==> src/lsb_regs.svh <==
`ifndef LSB_REGS_SVH
`define LSB_REGS_SVH
// register byte offsets
`define LSB_OFF_TX0 8'h00
`define LSB_OFF_TX1 8'h04
`define LSB_OFF_TX2 8'h08
`define LSB_OFF_CTRL 8'h0c
`define LSB_OFF_STRW 8'h10
`define LSB_OFF_RX0 8'h14
`define LSB_OFF_RX1 8'h18
`define LSB_OFF_RX2 8'h1c
`define LSB_OFF_STAT 8'h20
`define LSB_OFF_PORT 8'h24
// transfer_control, strobe width and port fields, reset byte
`define LSB_CTL_GO 7
`define LSB_CTL_BUS 6
`define LSB_CTL_ANS 5
`define LSB_CTL_L3 3
`define LSB_CTL_L2 2
`define LSB_CTL_L1 1
`define LSB_CTL_L0 0
`define LSB_STRW_MSB 6
`define LSB_PORT_HOLD 6
`define LSB_PORT_SLEEP 7
`define LSB_RESET_BYTE 8'h00
// timing
`define LSB_CLK_NS 5
`define LSB_LATCH_NS 500
`define LSB_LATCH_CYC ((`LSB_LATCH_NS) / (`LSB_CLK_NS))
`define LSB_UNIT_PERIODS 100
`define LSB_RESP_EDGES 5
`define LSB_WORD_BITS 24
`define LSB_SEC_DIV 8
`endif

==> src/lsb_pkg.sv <==
package lsb_pkg;
  typedef enum logic [2:0] {
    ST_IDLE, ST_SHIFT, ST_GAP, ST_RECV
  } lsb_state_t;
  typedef enum logic {BUS_SECONDARY, BUS_MAIN} lsb_bus_t;
endpackage : lsb_pkg

==> src/lsb_master.sv <==
`timescale 1ns/10ps
`include "lsb_regs.svh"
module lsb_master import lsb_pkg::*; #(
  parameter int WORD_BITS = `LSB_WORD_BITS,
  parameter int LATCH_CYC = `LSB_LATCH_CYC,
  parameter int UNIT_PERIODS = `LSB_UNIT_PERIODS,
  parameter int RESP_EDGES = `LSB_RESP_EDGES
) (
  // clock and reset
  input wire logic aclk,
  input wire logic aresetn,
  // axi4-lite write
  input wire logic [7:0] awaddr,
  input wire logic awvalid,
  output logic awready,
  input wire logic [31:0] wdata,
  input wire logic [3:0] wstrb,
  input wire logic wvalid,
  output logic wready,
  output logic [1:0] bresp,
  output logic bvalid,
  input wire logic bready,
  // axi4-lite read
  input wire logic [7:0] araddr,
  input wire logic arvalid,
  output logic arready,
  output logic [31:0] rdata,
  output logic [1:0] rresp,
  output logic rvalid,
  input wire logic rready,
  // main serial bus
  input wire logic bus_clock,
  input wire logic serial_data_line_i,
  output logic serial_data_line_o,
  output logic serial_data_line_oe,
  output logic latch0,
  output logic latch1,
  output logic latch2,
  output logic latch3,
  // secondary bus
  output logic secondary_bus_clock,
  output logic secondary_bus_data,
  // events to the interrupt controller
  output logic send_done_irq,
  output logic receive_done_irq
);
  initial begin
    // three fixed byte registers on each side tie the word to 24 bits
    if (WORD_BITS != 24) $error("WORD_BITS must be 24");
    if (LATCH_CYC < 1 || LATCH_CYC > 255) $error("LATCH_CYC out of range");
    if (UNIT_PERIODS < 1 || UNIT_PERIODS > 255)
      $error("UNIT_PERIODS out of range");
    if (RESP_EDGES < 1 || RESP_EDGES > 15) $error("RESP_EDGES out of range");
  end

  // ----------------------------------------------------------------
  // pin synchronisers and bus clock edge detect
  // ----------------------------------------------------------------
  logic bc_q1_r, bc_q2_r, bc_q3_r, dl_q1_r, dl_q2_r;
  logic bus_fall;
  always_ff @(posedge aclk) begin
    if (!aresetn) begin
      bc_q1_r <= 1'b0;
      bc_q2_r <= 1'b0;
      bc_q3_r <= 1'b0;
      dl_q1_r <= 1'b0;
      dl_q2_r <= 1'b0;
    end else begin
      bc_q1_r <= bus_clock;
      bc_q2_r <= bc_q1_r;
      bc_q3_r <= bc_q2_r;
      dl_q1_r <= serial_data_line_i;
      dl_q2_r <= dl_q1_r;
    end
  end

  // ----------------------------------------------------------------
  // register file and axi4-lite slave
  // ----------------------------------------------------------------
  logic [7:0] tx_r [3];
  logic [7:0] rx_r [3];
  logic [7:0] ctrl_r, strw_r, port_r;
  logic [7:0] aw_addr_r, ar_addr_r;
  logic [7:0] w_byte_r;
  logic aw_got_r, w_got_r, w_lane_r, wr_go, wr_ok;
  logic strw_dec, ctrl_clr, sleep, hold;
  lsb_state_t state_r;
  logic l3_act_r;

  assign awready = !aw_got_r && !bvalid;
  assign wready = !w_got_r && !bvalid;
  assign arready = !rvalid;
  assign wr_go = aw_got_r && w_got_r && !bvalid;
  assign wr_ok = aw_addr_r <= `LSB_OFF_PORT && aw_addr_r[1:0] == 2'b00;
  assign sleep = port_r[`LSB_PORT_SLEEP];
  assign hold = port_r[`LSB_PORT_HOLD];

  always_ff @(posedge aclk) begin
    if (!aresetn) begin
      aw_got_r <= 1'b0;
      w_got_r <= 1'b0;
      aw_addr_r <= 8'h00;
      w_byte_r <= 8'h00;
      w_lane_r <= 1'b0;
      bvalid <= 1'b0;
      bresp <= 2'b00;
    end else begin
      if (awvalid && awready) begin
        aw_got_r <= 1'b1;
        aw_addr_r <= awaddr;
      end
      if (wvalid && wready) begin
        w_got_r <= 1'b1;
        w_byte_r <= wdata[7:0];
        w_lane_r <= wstrb[0];
      end
      if (wr_go) begin
        aw_got_r <= 1'b0;
        w_got_r <= 1'b0;
        bvalid <= 1'b1;
        bresp <= wr_ok ? 2'b00 : 2'b10;
      end else if (bvalid && bready) begin
        bvalid <= 1'b0;
      end
    end
  end

  // register writes; hardware decrement loses to software, hardware clear only meets ignored control writes
  always_ff @(posedge aclk) begin
    if (!aresetn) begin
      tx_r <= '{default: `LSB_RESET_BYTE};
      ctrl_r <= `LSB_RESET_BYTE;
      strw_r <= `LSB_RESET_BYTE;
      port_r <= `LSB_RESET_BYTE;
    end else begin
      if (ctrl_clr) ctrl_r <= 8'h00;
      if (strw_dec) strw_r <= strw_r - 8'h01;
      if (wr_go && w_lane_r) begin
        unique case (aw_addr_r)
          `LSB_OFF_TX0: tx_r[0] <= w_byte_r;
          `LSB_OFF_TX1: tx_r[1] <= w_byte_r;
          `LSB_OFF_TX2: tx_r[2] <= w_byte_r;
          // a busy engine ignores new control words
          `LSB_OFF_CTRL: if (state_r == ST_IDLE && ctrl_r == 8'h00)
            ctrl_r <= w_byte_r;
          `LSB_OFF_STRW: strw_r <= {1'b0, w_byte_r[`LSB_STRW_MSB:0]};
          `LSB_OFF_PORT: port_r <= w_byte_r & 8'hc0;
          default: ;
        endcase
      end
    end
  end

  always_ff @(posedge aclk) begin
    if (!aresetn) begin
      ar_addr_r <= 8'h00;
      rvalid <= 1'b0;
      rdata <= 32'h0000_0000;
      rresp <= 2'b00;
    end else if (arvalid && arready) begin
      rvalid <= 1'b1;
      rresp <= (araddr <= `LSB_OFF_PORT && araddr[1:0] == 2'b00)
        ? 2'b00 : 2'b10;
      ar_addr_r <= araddr;
      unique case (araddr)
        `LSB_OFF_RX0: rdata <= {24'h000000, rx_r[0]};
        `LSB_OFF_RX1: rdata <= {24'h000000, rx_r[1]};
        `LSB_OFF_RX2: rdata <= {24'h000000, rx_r[2]};
        `LSB_OFF_STAT: rdata <= {30'h0000_0000, l3_act_r,
          state_r != ST_IDLE};
        `LSB_OFF_PORT: rdata <= {24'h000000, port_r};
        default: rdata <= 32'h0000_0000;
      endcase
    end else if (rvalid && rready) begin
      rvalid <= 1'b0;
    end
  end

  // ----------------------------------------------------------------
  // shift engine
  // ----------------------------------------------------------------
  logic [WORD_BITS-1:0] tx_sr_r, rx_sr_r;
  logic [5:0] bit_cnt_r;
  logic [3:0] gap_cnt_r;
  logic [2:0] pre_r;
  logic bus_main_r, ans_r, tick, fire, start, fall_run;
  logic [WORD_BITS-1:0] tx_word;

  // sleep freezes the engine as a stopped clock would
  assign fall_run = bus_fall && !sleep;
  assign bus_fall = bc_q3_r && !bc_q2_r;
  assign start = state_r == ST_IDLE && ctrl_r[`LSB_CTL_GO] && !sleep;
  assign tick = bus_main_r ? fall_run : (fall_run && pre_r == 3'd7);
  assign fire = state_r == ST_SHIFT && tick &&
    bit_cnt_r == 6'(WORD_BITS);
  assign ctrl_clr = fire;
  assign tx_word = WORD_BITS'({tx_r[0], tx_r[1], tx_r[2]});

  always_ff @(posedge aclk) begin
    if (!aresetn) begin
      state_r <= ST_IDLE;
      tx_sr_r <= '0;
      rx_sr_r <= '0;
      bit_cnt_r <= 6'd0;
      gap_cnt_r <= 4'd0;
      bus_main_r <= 1'b1;
      ans_r <= 1'b0;
      serial_data_line_o <= 1'b0;
      serial_data_line_oe <= 1'b0;
      secondary_bus_data <= 1'b0;
    end else begin
      unique case (state_r)
        ST_IDLE: if (start) begin
          state_r <= ST_SHIFT;
          tx_sr_r <= tx_word;
          bit_cnt_r <= 6'd0;
          bus_main_r <= ctrl_r[`LSB_CTL_BUS];
          ans_r <= ctrl_r[`LSB_CTL_ANS] && ctrl_r[`LSB_CTL_BUS];
        end
        ST_SHIFT: if (fire) begin
          serial_data_line_oe <= 1'b0;
          secondary_bus_data <= 1'b0;
          gap_cnt_r <= 4'd0;
          state_r <= ans_r ? ST_GAP : ST_IDLE;
        end else if (tick) begin
          if (bus_main_r) begin
            serial_data_line_o <= tx_sr_r[WORD_BITS-1];
            serial_data_line_oe <= 1'b1;
          end else begin
            secondary_bus_data <= tx_sr_r[WORD_BITS-1];
          end
          tx_sr_r <= tx_sr_r << 1;
          bit_cnt_r <= bit_cnt_r + 6'd1;
        end
        ST_GAP: if (fall_run) begin
          gap_cnt_r <= gap_cnt_r + 4'd1;
          if (gap_cnt_r == 4'(RESP_EDGES - 1)) begin
            rx_sr_r <= {rx_sr_r[WORD_BITS-2:0], dl_q2_r};
            bit_cnt_r <= 6'd1;
            state_r <= ST_RECV;
          end
        end
        ST_RECV: if (bit_cnt_r == 6'(WORD_BITS)) begin
          state_r <= ST_IDLE;
        end else if (fall_run) begin
          rx_sr_r <= {rx_sr_r[WORD_BITS-2:0], dl_q2_r};
          bit_cnt_r <= bit_cnt_r + 6'd1;
        end
        default: state_r <= ST_IDLE;
      endcase
    end
  end

  // receive bytes and completion pulses
  always_ff @(posedge aclk) begin
    if (!aresetn) begin
      rx_r <= '{default: `LSB_RESET_BYTE};
      send_done_irq <= 1'b0;
      receive_done_irq <= 1'b0;
    end else begin
      send_done_irq <= fire;
      receive_done_irq <= 1'b0;
      if (state_r == ST_RECV && bit_cnt_r == 6'(WORD_BITS)) begin
        receive_done_irq <= 1'b1;
        rx_r[0] <= rx_sr_r[23:16];
        rx_r[1] <= rx_sr_r[15:8];
        rx_r[2] <= rx_sr_r[7:0];
      end
    end
  end

  // secondary clock: bus clock / 8, low outside transfers
  always_ff @(posedge aclk) begin
    if (!aresetn) begin
      pre_r <= 3'd0;
      secondary_bus_clock <= 1'b0;
    end else if (state_r != ST_SHIFT || bus_main_r) begin
      pre_r <= 3'd0;
      secondary_bus_clock <= 1'b0;
    end else if (fall_run && !fire) begin
      pre_r <= pre_r + 3'd1;
      secondary_bus_clock <= (pre_r + 3'd1) >= 3'd4;
    end
  end

  // ----------------------------------------------------------------
  // latch strobes
  // ----------------------------------------------------------------
  logic [7:0] pulse_cnt_r, unit_cnt_r;
  logic [3:0] pulse_sel_r;
  logic main_l3;
  assign main_l3 = bus_main_r && !ctrl_r[`LSB_CTL_L1] &&
    !ctrl_r[`LSB_CTL_L0];
  // one unit of width has elapsed
  assign strw_dec = l3_act_r && strw_r != 8'h00 && fall_run &&
    unit_cnt_r == 8'(UNIT_PERIODS - 1);

  always_ff @(posedge aclk) begin
    if (!aresetn) begin
      pulse_cnt_r <= 8'h00;
      pulse_sel_r <= 4'h0;
    end else if (fire) begin
      pulse_cnt_r <= 8'(LATCH_CYC);
      pulse_sel_r <= bus_main_r
        ? {2'b00, ctrl_r[`LSB_CTL_L1:`LSB_CTL_L0]}
        : {ctrl_r[`LSB_CTL_L3:`LSB_CTL_L2], 2'b00};
    end else if (pulse_cnt_r != 8'h00) begin
      pulse_cnt_r <= pulse_cnt_r - 8'h01;
    end
  end

  // programmed latch 3 runs beside later transfers
  always_ff @(posedge aclk) begin
    if (!aresetn) begin
      l3_act_r <= 1'b0;
      unit_cnt_r <= 8'h00;
    end else if (fire && main_l3) begin
      l3_act_r <= 1'b1;
      unit_cnt_r <= 8'h00;
    end else if (l3_act_r && strw_r == 8'h00) begin
      l3_act_r <= 1'b0;
    end else if (l3_act_r && fall_run) begin
      unit_cnt_r <= (unit_cnt_r == 8'(UNIT_PERIODS - 1))
        ? 8'h00 : unit_cnt_r + 8'h01;
    end
  end

  always_ff @(posedge aclk) begin
    if (!aresetn) begin
      latch0 <= 1'b0;
      latch1 <= 1'b0;
      latch2 <= 1'b0;
      latch3 <= 1'b0;
    end else begin
      latch0 <= pulse_cnt_r != 8'h00 && pulse_sel_r[0];
      latch1 <= pulse_cnt_r != 8'h00 && pulse_sel_r[1];
      latch2 <= pulse_cnt_r != 8'h00 && pulse_sel_r[2];
      latch3 <= (pulse_cnt_r != 8'h00 && pulse_sel_r[3]) || hold ||
        (l3_act_r && strw_r != 8'h00);
    end
  end

  // ----------------------------------------------------------------
  // assertions
  // ----------------------------------------------------------------
  property p_unit_dec;
    @(posedge aclk) disable iff (!aresetn)
      (strw_dec && !(wr_go && w_lane_r && aw_addr_r == `LSB_OFF_STRW))
        |=> strw_r == $past(strw_r) - 8'h01;
  endproperty
  a_unit_dec: assert property (p_unit_dec)
    else $error("width not decremented by one unit");

  property p_zero_ends;
    @(posedge aclk) disable iff (!aresetn)
      (strw_r == 8'h00 && !hold && pulse_cnt_r == 8'h00) |=> !latch3;
  endproperty
  a_zero_ends: assert property (p_zero_ends)
    else $error("latch 3 outlived a zero width");

  property p_sec_fixed;
    @(posedge aclk) disable iff (!aresetn)
      (fire && !bus_main_r && !l3_act_r) |=> !l3_act_r;
  endproperty
  a_sec_fixed: assert property (p_sec_fixed)
    else $error("secondary transfer armed the programmed strobe");

  property p_send_latch;
    @(posedge aclk) disable iff (!aresetn)
      fire |=> send_done_irq ##1 (latch0 || latch1 || latch2 || latch3);
  endproperty
  a_send_latch: assert property (p_send_latch)
    else $error("send done without a latch");

  property p_ctrl_clear;
    @(posedge aclk) disable iff (!aresetn)
      send_done_irq |-> ctrl_r == 8'h00;
  endproperty
  a_ctrl_clear: assert property (p_ctrl_clear)
    else $error("control not cleared at completion");

  property p_gap;
    @(posedge aclk) disable iff (!aresetn)
      (state_r == ST_GAP && fall_run &&
       gap_cnt_r != 4'(RESP_EDGES - 1)) |=> state_r == ST_GAP;
  endproperty
  a_gap: assert property (p_gap)
    else $error("sampling began before the response gap");

  property p_rx_copy;
    @(posedge aclk) disable iff (!aresetn)
      $rose(receive_done_irq) |-> {rx_r[0], rx_r[1], rx_r[2]} ==
        $past(rx_sr_r) && state_r == ST_IDLE;
  endproperty
  a_rx_copy: assert property (p_rx_copy)
    else $error("receive bytes not loaded with the word");

  property p_one_xfer;
    @(posedge aclk) disable iff (!aresetn)
      (state_r != ST_IDLE && ctrl_r == 8'h00) |=> ctrl_r == 8'h00;
  endproperty
  a_one_xfer: assert property (p_one_xfer)
    else $error("control accepted while busy");

  property p_latch_width;
    @(posedge aclk) disable iff (!aresetn)
      $rose(latch0) |-> latch0 [*8];
  endproperty
  a_latch_width: assert property (p_latch_width)
    else $error("latch 0 pulse too short");

  property p_sec_idle;
    @(posedge aclk) disable iff (!aresetn)
      state_r == ST_IDLE |=> !secondary_bus_clock;
  endproperty
  a_sec_idle: assert property (p_sec_idle)
    else $error("secondary clock running while idle");

  property p_hiz;
    @(posedge aclk) disable iff (!aresetn)
      state_r != ST_SHIFT |-> !serial_data_line_oe;
  endproperty
  a_hiz: assert property (p_hiz)
    else $error("data line driven outside shifting");

  property p_hold;
    @(posedge aclk) disable iff (!aresetn) hold |=> latch3;
  endproperty
  a_hold: assert property (p_hold)
    else $error("hold-high did not force latch 3");

  c_main: cover property (@(posedge aclk) fire && bus_main_r);
  c_sec: cover property (@(posedge aclk) fire && !bus_main_r);
  c_recv: cover property (@(posedge aclk) receive_done_irq);
  c_strobe: cover property (@(posedge aclk) strw_dec);
endmodule : lsb_master

==> config.mk <==
export PLATFORM = sky130hd
export DESIGN_NAME = lsb_master
export DESIGN_NICKNAME = d
export VERILOG_FILES = /design/src/lsb_pkg.sv /design/src/lsb_master.sv
export VERILOG_INCLUDE_DIRS = /design/src /design/src/src
export SDC_FILE = /design/constraint.sdc
export NUM_CORES = 1
export LEC_CHECK = 0
export ABC_AREA = 1
export BUFFER_PORTS_ARGS = -buffer_cell sky130_fd_sc_hd__buf_2
export CAP_MARGIN = 30
export CORE_UTILIZATION = 34
export DETAILED_ROUTE_END_ITERATION = 16
export HOLD_SLACK_MARGIN = 0.05
export SLEW_MARGIN = 30
export SYNTH_ARGS = -nofsm -noshare
export SYNTH_HDL_FRONTEND = slang
export SYNTH_SLANG_ARGS = --single-unit
==> constraint.sdc <==
create_clock -name aclk -period 2.1 [get_ports aclk]
set_input_delay 0 -clock aclk [delete_from_list [all_inputs] [get_ports aclk]]
set_output_delay 0 -clock aclk [all_outputs]
set_load 0.02 [all_outputs]
## Word level (Yosys, flattened, before mapping)

Cells that the tools add are included.

| operators by class | value |
|---|---|
| add/sub/neg operators | 6 |
| $lt $le $gt $ge | 3 |
| muxes and demuxes | 55 |
| divide/modulo/power cells | 0 |
| bitwise operators | 3 |
| shift operators | 0 |
| $mul | 0 |
| reductions and logical operators | 84 |
| equal/unequal tests | 28 |

Operators by type and width:

| operator | count |
|---|---|
| two-way mux 24 bit | 7 |
| case mux 24 bit (2 select lines) | 2 |
| two-way mux 8 bit | 8 |
| two-way mux 6 bit | 7 |
| case mux 8 bit (5 select lines) | 1 |
| logical AND 1 bit | 35 |
| equality test 8 x 5 -> 1 bit (second input constant) | 4 |
| equality test 8 x 6 -> 1 bit (second input constant) | 3 |
| zero test 8 bit | 3 |
| case mux 6 bit (4 select lines) | 1 |
| != test 2 bit (second input constant) | 9 |
| nonzero test 2 bit | 9 |
| equality test 8 x 4 -> 1 bit (second input constant) | 2 |
| less-or-equal comparator 8 x 6 -> 1 bit (second input constant) | 2 |
| nonzero test 8 bit | 2 |
| subtractor 8 x 1 -> 8 bit (second input constant) | 2 |
| two-way mux 3 bit | 5 |
| two-way mux 1 bit | 14 |
| two-way mux 7 bit | 2 |
| two-way mux 4 bit | 3 |
| case mux 3 bit (4 select lines) | 1 |
| AND reduction 2 bit | 6 |
| AND reduction 5 bit | 2 |
| zero test 1 bit | 9 |
| 26 further kinds | 40 |

| word-level totals | value |
|---|---|
| input port bits | 61 |
| ROM bits | 0 |
| output and inout port bits | 51 |
| bits in registers | 225 |
| latch bits | 0 |
| memories | 0 |
| RAM bits | 0 |

## Longest topological paths before layout

| depth | value |
|---|---|
| word-level depth | 11 |
| gate-level depth with buffers | 12 |

## Least setup slack after synthesis

OpenSTA, ideal clock, no wires.

| timing path | value |
|---|---|
| path type | register -> register |
| start | register bit_cnt_r[0] |
| end | register unit_cnt_r[2] |
| buffers on the path | 1 |
| stages on the path, launching flop included | 11 |
| slack | 0.500 ns |
| period minus slack after synthesis | 1.600 ns |
| arrival time | 1.482 ns |
| path through | dfxtp_1 > inv_1 > ha_1 > nand3_1 > nor2_4 > inv_1 > nor2_2 > buf_4 > nand4_1 > nand3_1 > nor2_1 |

| between the ends | value |
|---|---|
| longest elaborated chain between the ends | 4 |

Ends and longest elaborated chain:

| what | RTL line | RTL |
|---|---|---|
| start: declaration | lsb_master.sv:183 | `logic [5:0] bit_cnt_r;` |
| start signal: assignment | lsb_master.sv:233 | `bit_cnt_r <= bit_cnt_r + 6'd1;` |
| start signal: assignment | lsb_master.sv:247 | `bit_cnt_r <= bit_cnt_r + 6'd1;` |
| equality test 6 x 5 -> 1 bit | lsb_master.sv:195 | `bit_cnt_r == 6'(WORD_BITS);` |
| logical AND 1 bit | lsb_master.sv:194 | `assign fire = state_r == ST_SHIFT && tick &&` |
| logical AND 1 bit | lsb_master.sv:317 | `end else if (fire && main_l3) begin` |
| OR reduction 2 bit (no line) | - |  |
| end signal: assignment | lsb_master.sv:323 | `unit_cnt_r <= (unit_cnt_r == 8'(UNIT_PERIODS - 1))` |
| end: declaration | lsb_master.sv:289 | `logic [7:0] pulse_cnt_r, unit_cnt_r;` |

Every way passes these cells.
A chain may end at the register's enable or synchronous reset.

## Worst setup path in the final report

| timing path | value |
|---|---|
| start | register pre_r[0] |
| end | register tx_sr_r[13] |

| between the ends | value |
|---|---|
| longest elaborated chain between the ends | 7 |

Ends and longest elaborated chain:

| what | RTL line | RTL |
|---|---|---|
| start: declaration | lsb_master.sv:185 | `logic [2:0] pre_r;` |
| start signal: assignment | lsb_master.sv:281 | `pre_r <= pre_r + 3'd1;` |
| equality test 3 bit (*) | lsb_master.sv:193 | `assign tick = bus_main_r ? fall_run : (fall_run && pre_r == 3'd7);` |
| logical AND 1 bit (*) | lsb_master.sv:193 |  |
| two-way mux 1 bit (*) | lsb_master.sv:193 |  |
| logical AND 1 bit (2 in series) | lsb_master.sv:194 |  |
| != test 2 bit (no line) | - |  |
| AND reduction 4 bit (no line) (*) | - |  |
| end signal: assignment | lsb_master.sv:215 | `tx_sr_r <= tx_word;` |
| end signal: assignment | lsb_master.sv:232 | `tx_sr_r <= tx_sr_r << 1;` |
| end: declaration | lsb_master.sv:182 | `logic [WORD_BITS-1:0] tx_sr_r, rx_sr_r;` |

Every way passes the cells marked *; elsewhere a longest branch is shown, timed or not.

==> results.txt <==
DR WL/cell = 12.2 um
Post-Syn Area per Cell = 7.40 um2
pins over their slew limit = 0
Final TNS setup = 0 ns
critical path required time = 2.45 ns
antenna cells = 0
CTS tree = done
Worst Hold Path EP = w_byte_r[3]$_SDFFE_PN0P_
largest net degree at the start of global routing = 89
FF-to-FF path depth = 11
worst-skew pair later-pin latency = 0.46 ns
Final ANT Viol Nets = 0
RSZ-0062 raised after global routing = no
post-DP HPWL = 12.8 mm
Nets = 1298
Worst slew margin = 66.7%
flop2flop setup slack = 0.24 ns
Max Clk Rate = 538 MHz
Detailed Route Iter0 Violations = 407
Distinct cells, synth = 45
Root Driver = clkbuf_16
Post-route DRC = 0
CP startpoint kind = flip-flop
Leak Pwr = 4.22 nW
Synthesis Warnings = 0
r2r startpoint = pre_r[0]$_SDFFE_PP0P_
final worst path period share = 88.4%
endpoints failing setup = 0
share of cells above drive strength 1 = 11.9%
WS Path Type = reg -> reg
Layout Utilization = 40.9%
I/O pin count = 112
ranking of synthesized cells by area = dfxtp_1, nand2_1, o21ai_0, a21oi_1, nor2_1
die height = 160 um
Synth Flop Type = dfxtp_1
area delta synth->final = 17.3%
initial antenna violation count = 0
vias after detailed routing = 7315
Worst-Margin Slew = 0.495 ns
synth cell count leaders = nand2_1, dfxtp_1, o21ai_0
Worst Min Path Start = wvalid
final wirelength = 19.1 mm
first-pass GRT wire length = 32.2 mm
Buffers on Ports = 58
cell taking the most area after synthesis = dfxtp_1
Worst-path clk slew = 0.08 ns
Final Skew = 0.0170 ns
core footprint = 0.0245 mm2
routability cong. = 0.833
CTS buffer count = 17
status = finished clean
Power Density = 834 mW/mm2
CTS H-tree lvls = 4
number of global-route vias before repair = 6802
Sink Count = 197
row count = 57
number of flops mapped to enable cells by yosys = 0
Post-Syn Area = 0.00852 mm2
Async SR Flop Fraction = 0%
VDD IR max = 0.592 mV
Crit. End Element = flip-flop
Worst Hold Class = in -> reg
most frequent cell after synthesis = nand2_1
die width = 160 um
CTS Buffer Depth = 2
number of vias per cell = 4.68
terminus of the critical flop-to-flop path = tx_sr_r[13]$_SDFFE_PN0P_
full die area = 0.0257 mm2
Final min period = 1.86 ns
Maximum Capacitance Violations = 0
GRT Util Overall = 15.4%
post-synth top area share = 46.3%
Mapped Cells = 1152
CP Max Fanout = 24
router iterations before antenna repair = 5
synthesis-stage register bit count = 197
Hold Crit Depth = 3
final hold vios = 0
Seq/Total Area, Yosys = 46.3%
CP arrival = 2.20 ns
grt ovf = 0
Initial Util = 34.8%
[stage by stage]
stage	cells	worst slack (ns)	cell area (um2)	hold WS (ns)	power (mW)
detailed placement	1502	0.262	9060	0.188	4.96
global placement	1502	0.296	9060	0.188	4.95
global route	1563	0.00185	10000	0.102	8.73
CTS	1563	0.122	9990	0.0563	8.42
finish	1563	0.243	10000	0.0753	8.34
floorplan	1177	0.500	8620	0.0976	4.75
[state kept, by name, indices dropped and copies added (netlist names), 6 cells and up]
register     cells
aw_addr_r        8
rx_sr_r         24
ctrl_r           8
tx_sr_r         24
w_byte_r         8
rx_r            24
tx_r            24
pulse_cnt_r      8
unit_cnt_r       8
strw_r           8
rdata            8
bit_cnt_r        6
[area by class of cell]
type                       count  area (um2)
fill                        2507       14500
sequential                   197        3940
multi-input combinational    780        3780
timing repair buffer         102         746
inverter                     128         483
clock buffer                  17         425
tap                          324         405
clock inverter                15         211
[power breakdown]
group / internal (mW) / total, mW / switching, mW
clock network: 1.66 / 3.43 / 1.76
registers: 3.86 / 3.95 / 0.0881
logic: 0.333 / 0.967 / 0.634
total: 5.86 / 8.34 / 2.49
[placed cells by master (no fill, tap or decap), types with 8 or more instances in the layout]
cell,Yosys,final
nand2_1,198,197
nor2_2,6,8
nand4_1,9,9
nor2_1,128,126
ha_1,11,11
buf_2,10,57
clkbuf_16,0,17
nand3_1,50,50
buf_4,36,12
o21ai_0,143,143
a21oi_1,129,129
conb_1,1,26
inv_1,120,119
dfxtp_1,197,197
nor3_1,17,17
dlygate4sd3_1,0,29
[how the worst max path moves through the flow]
stage / start / to / slack (ns) / depth (start not counted)
floorplan: bit_cnt_r[0]$_SDFFE_PN0P_ / unit_cnt_r[2]$_SDFFE_PP0P_ / 0.50 / 10
finish: pre_r[0]$_SDFFE_PP0P_ / tx_sr_r[13]$_SDFFE_PN0P_ / 0.24 / 11
CTS: araddr[0] / rdata[5]$_SDFFE_PN0P_ / 0.12 / 12
global route: araddr[0] / rdata[5]$_SDFFE_PN0P_ / 0.002 / 12
global placement: bit_cnt_r[0]$_SDFFE_PN0P_ / unit_cnt_r[3]$_SDFFE_PP0P_ / 0.30 / 9
detailed placement: pre_r[0]$_SDFFE_PP0P_ / tx_sr_r[13]$_SDFFE_PN0P_ / 0.26 / 11
[layer usage]
layer / GRT usage [%] / share of wire (%)
met5: 0 / 0
met4: 6.36 / 2.1
met3: 2.74 / 2.8
met2: 25.9 / 47
met1: 19.5 / 48
[worst max-delay path: stages (launching register included)]
cell and delay, ns:
dfxtp_1 0.33, ha_1 0.20, ha_1 0.20, nor2_1 0.12, nor2_2 0.06, nand2_2 0.10
inv_2 0.06, nand2_4 0.13, nand2_4 0.06, buf_4 0.21, o21ai_0 0.20, nor2_1 0.06
[cell families (layout without fill, tap and decap cells)]
logic type	after synthesis	in the layout	share of synthesized area, %
AND/OR/NAND/NOR	435	435	22.3
other	1	26	0.0440
flip-flops	197	197	46.3
XOR/XNOR	10	10	1.03
AO/OA/AOI/OAI	298	298	18.1
adder cells (fa/ha/maj)	11	11	1.62
buffers and inverters	200	262	10.6
[what timing repair did]
action                                  CTS  global route
gates resized for setup                   0             5
buffers inserted                          0             0
endpoints found under the setup margin    0             2
endpoints found under the hold margin    50             0
hold buffers                             29             0
No activity file was read; power rests on OpenSTA's default activity.
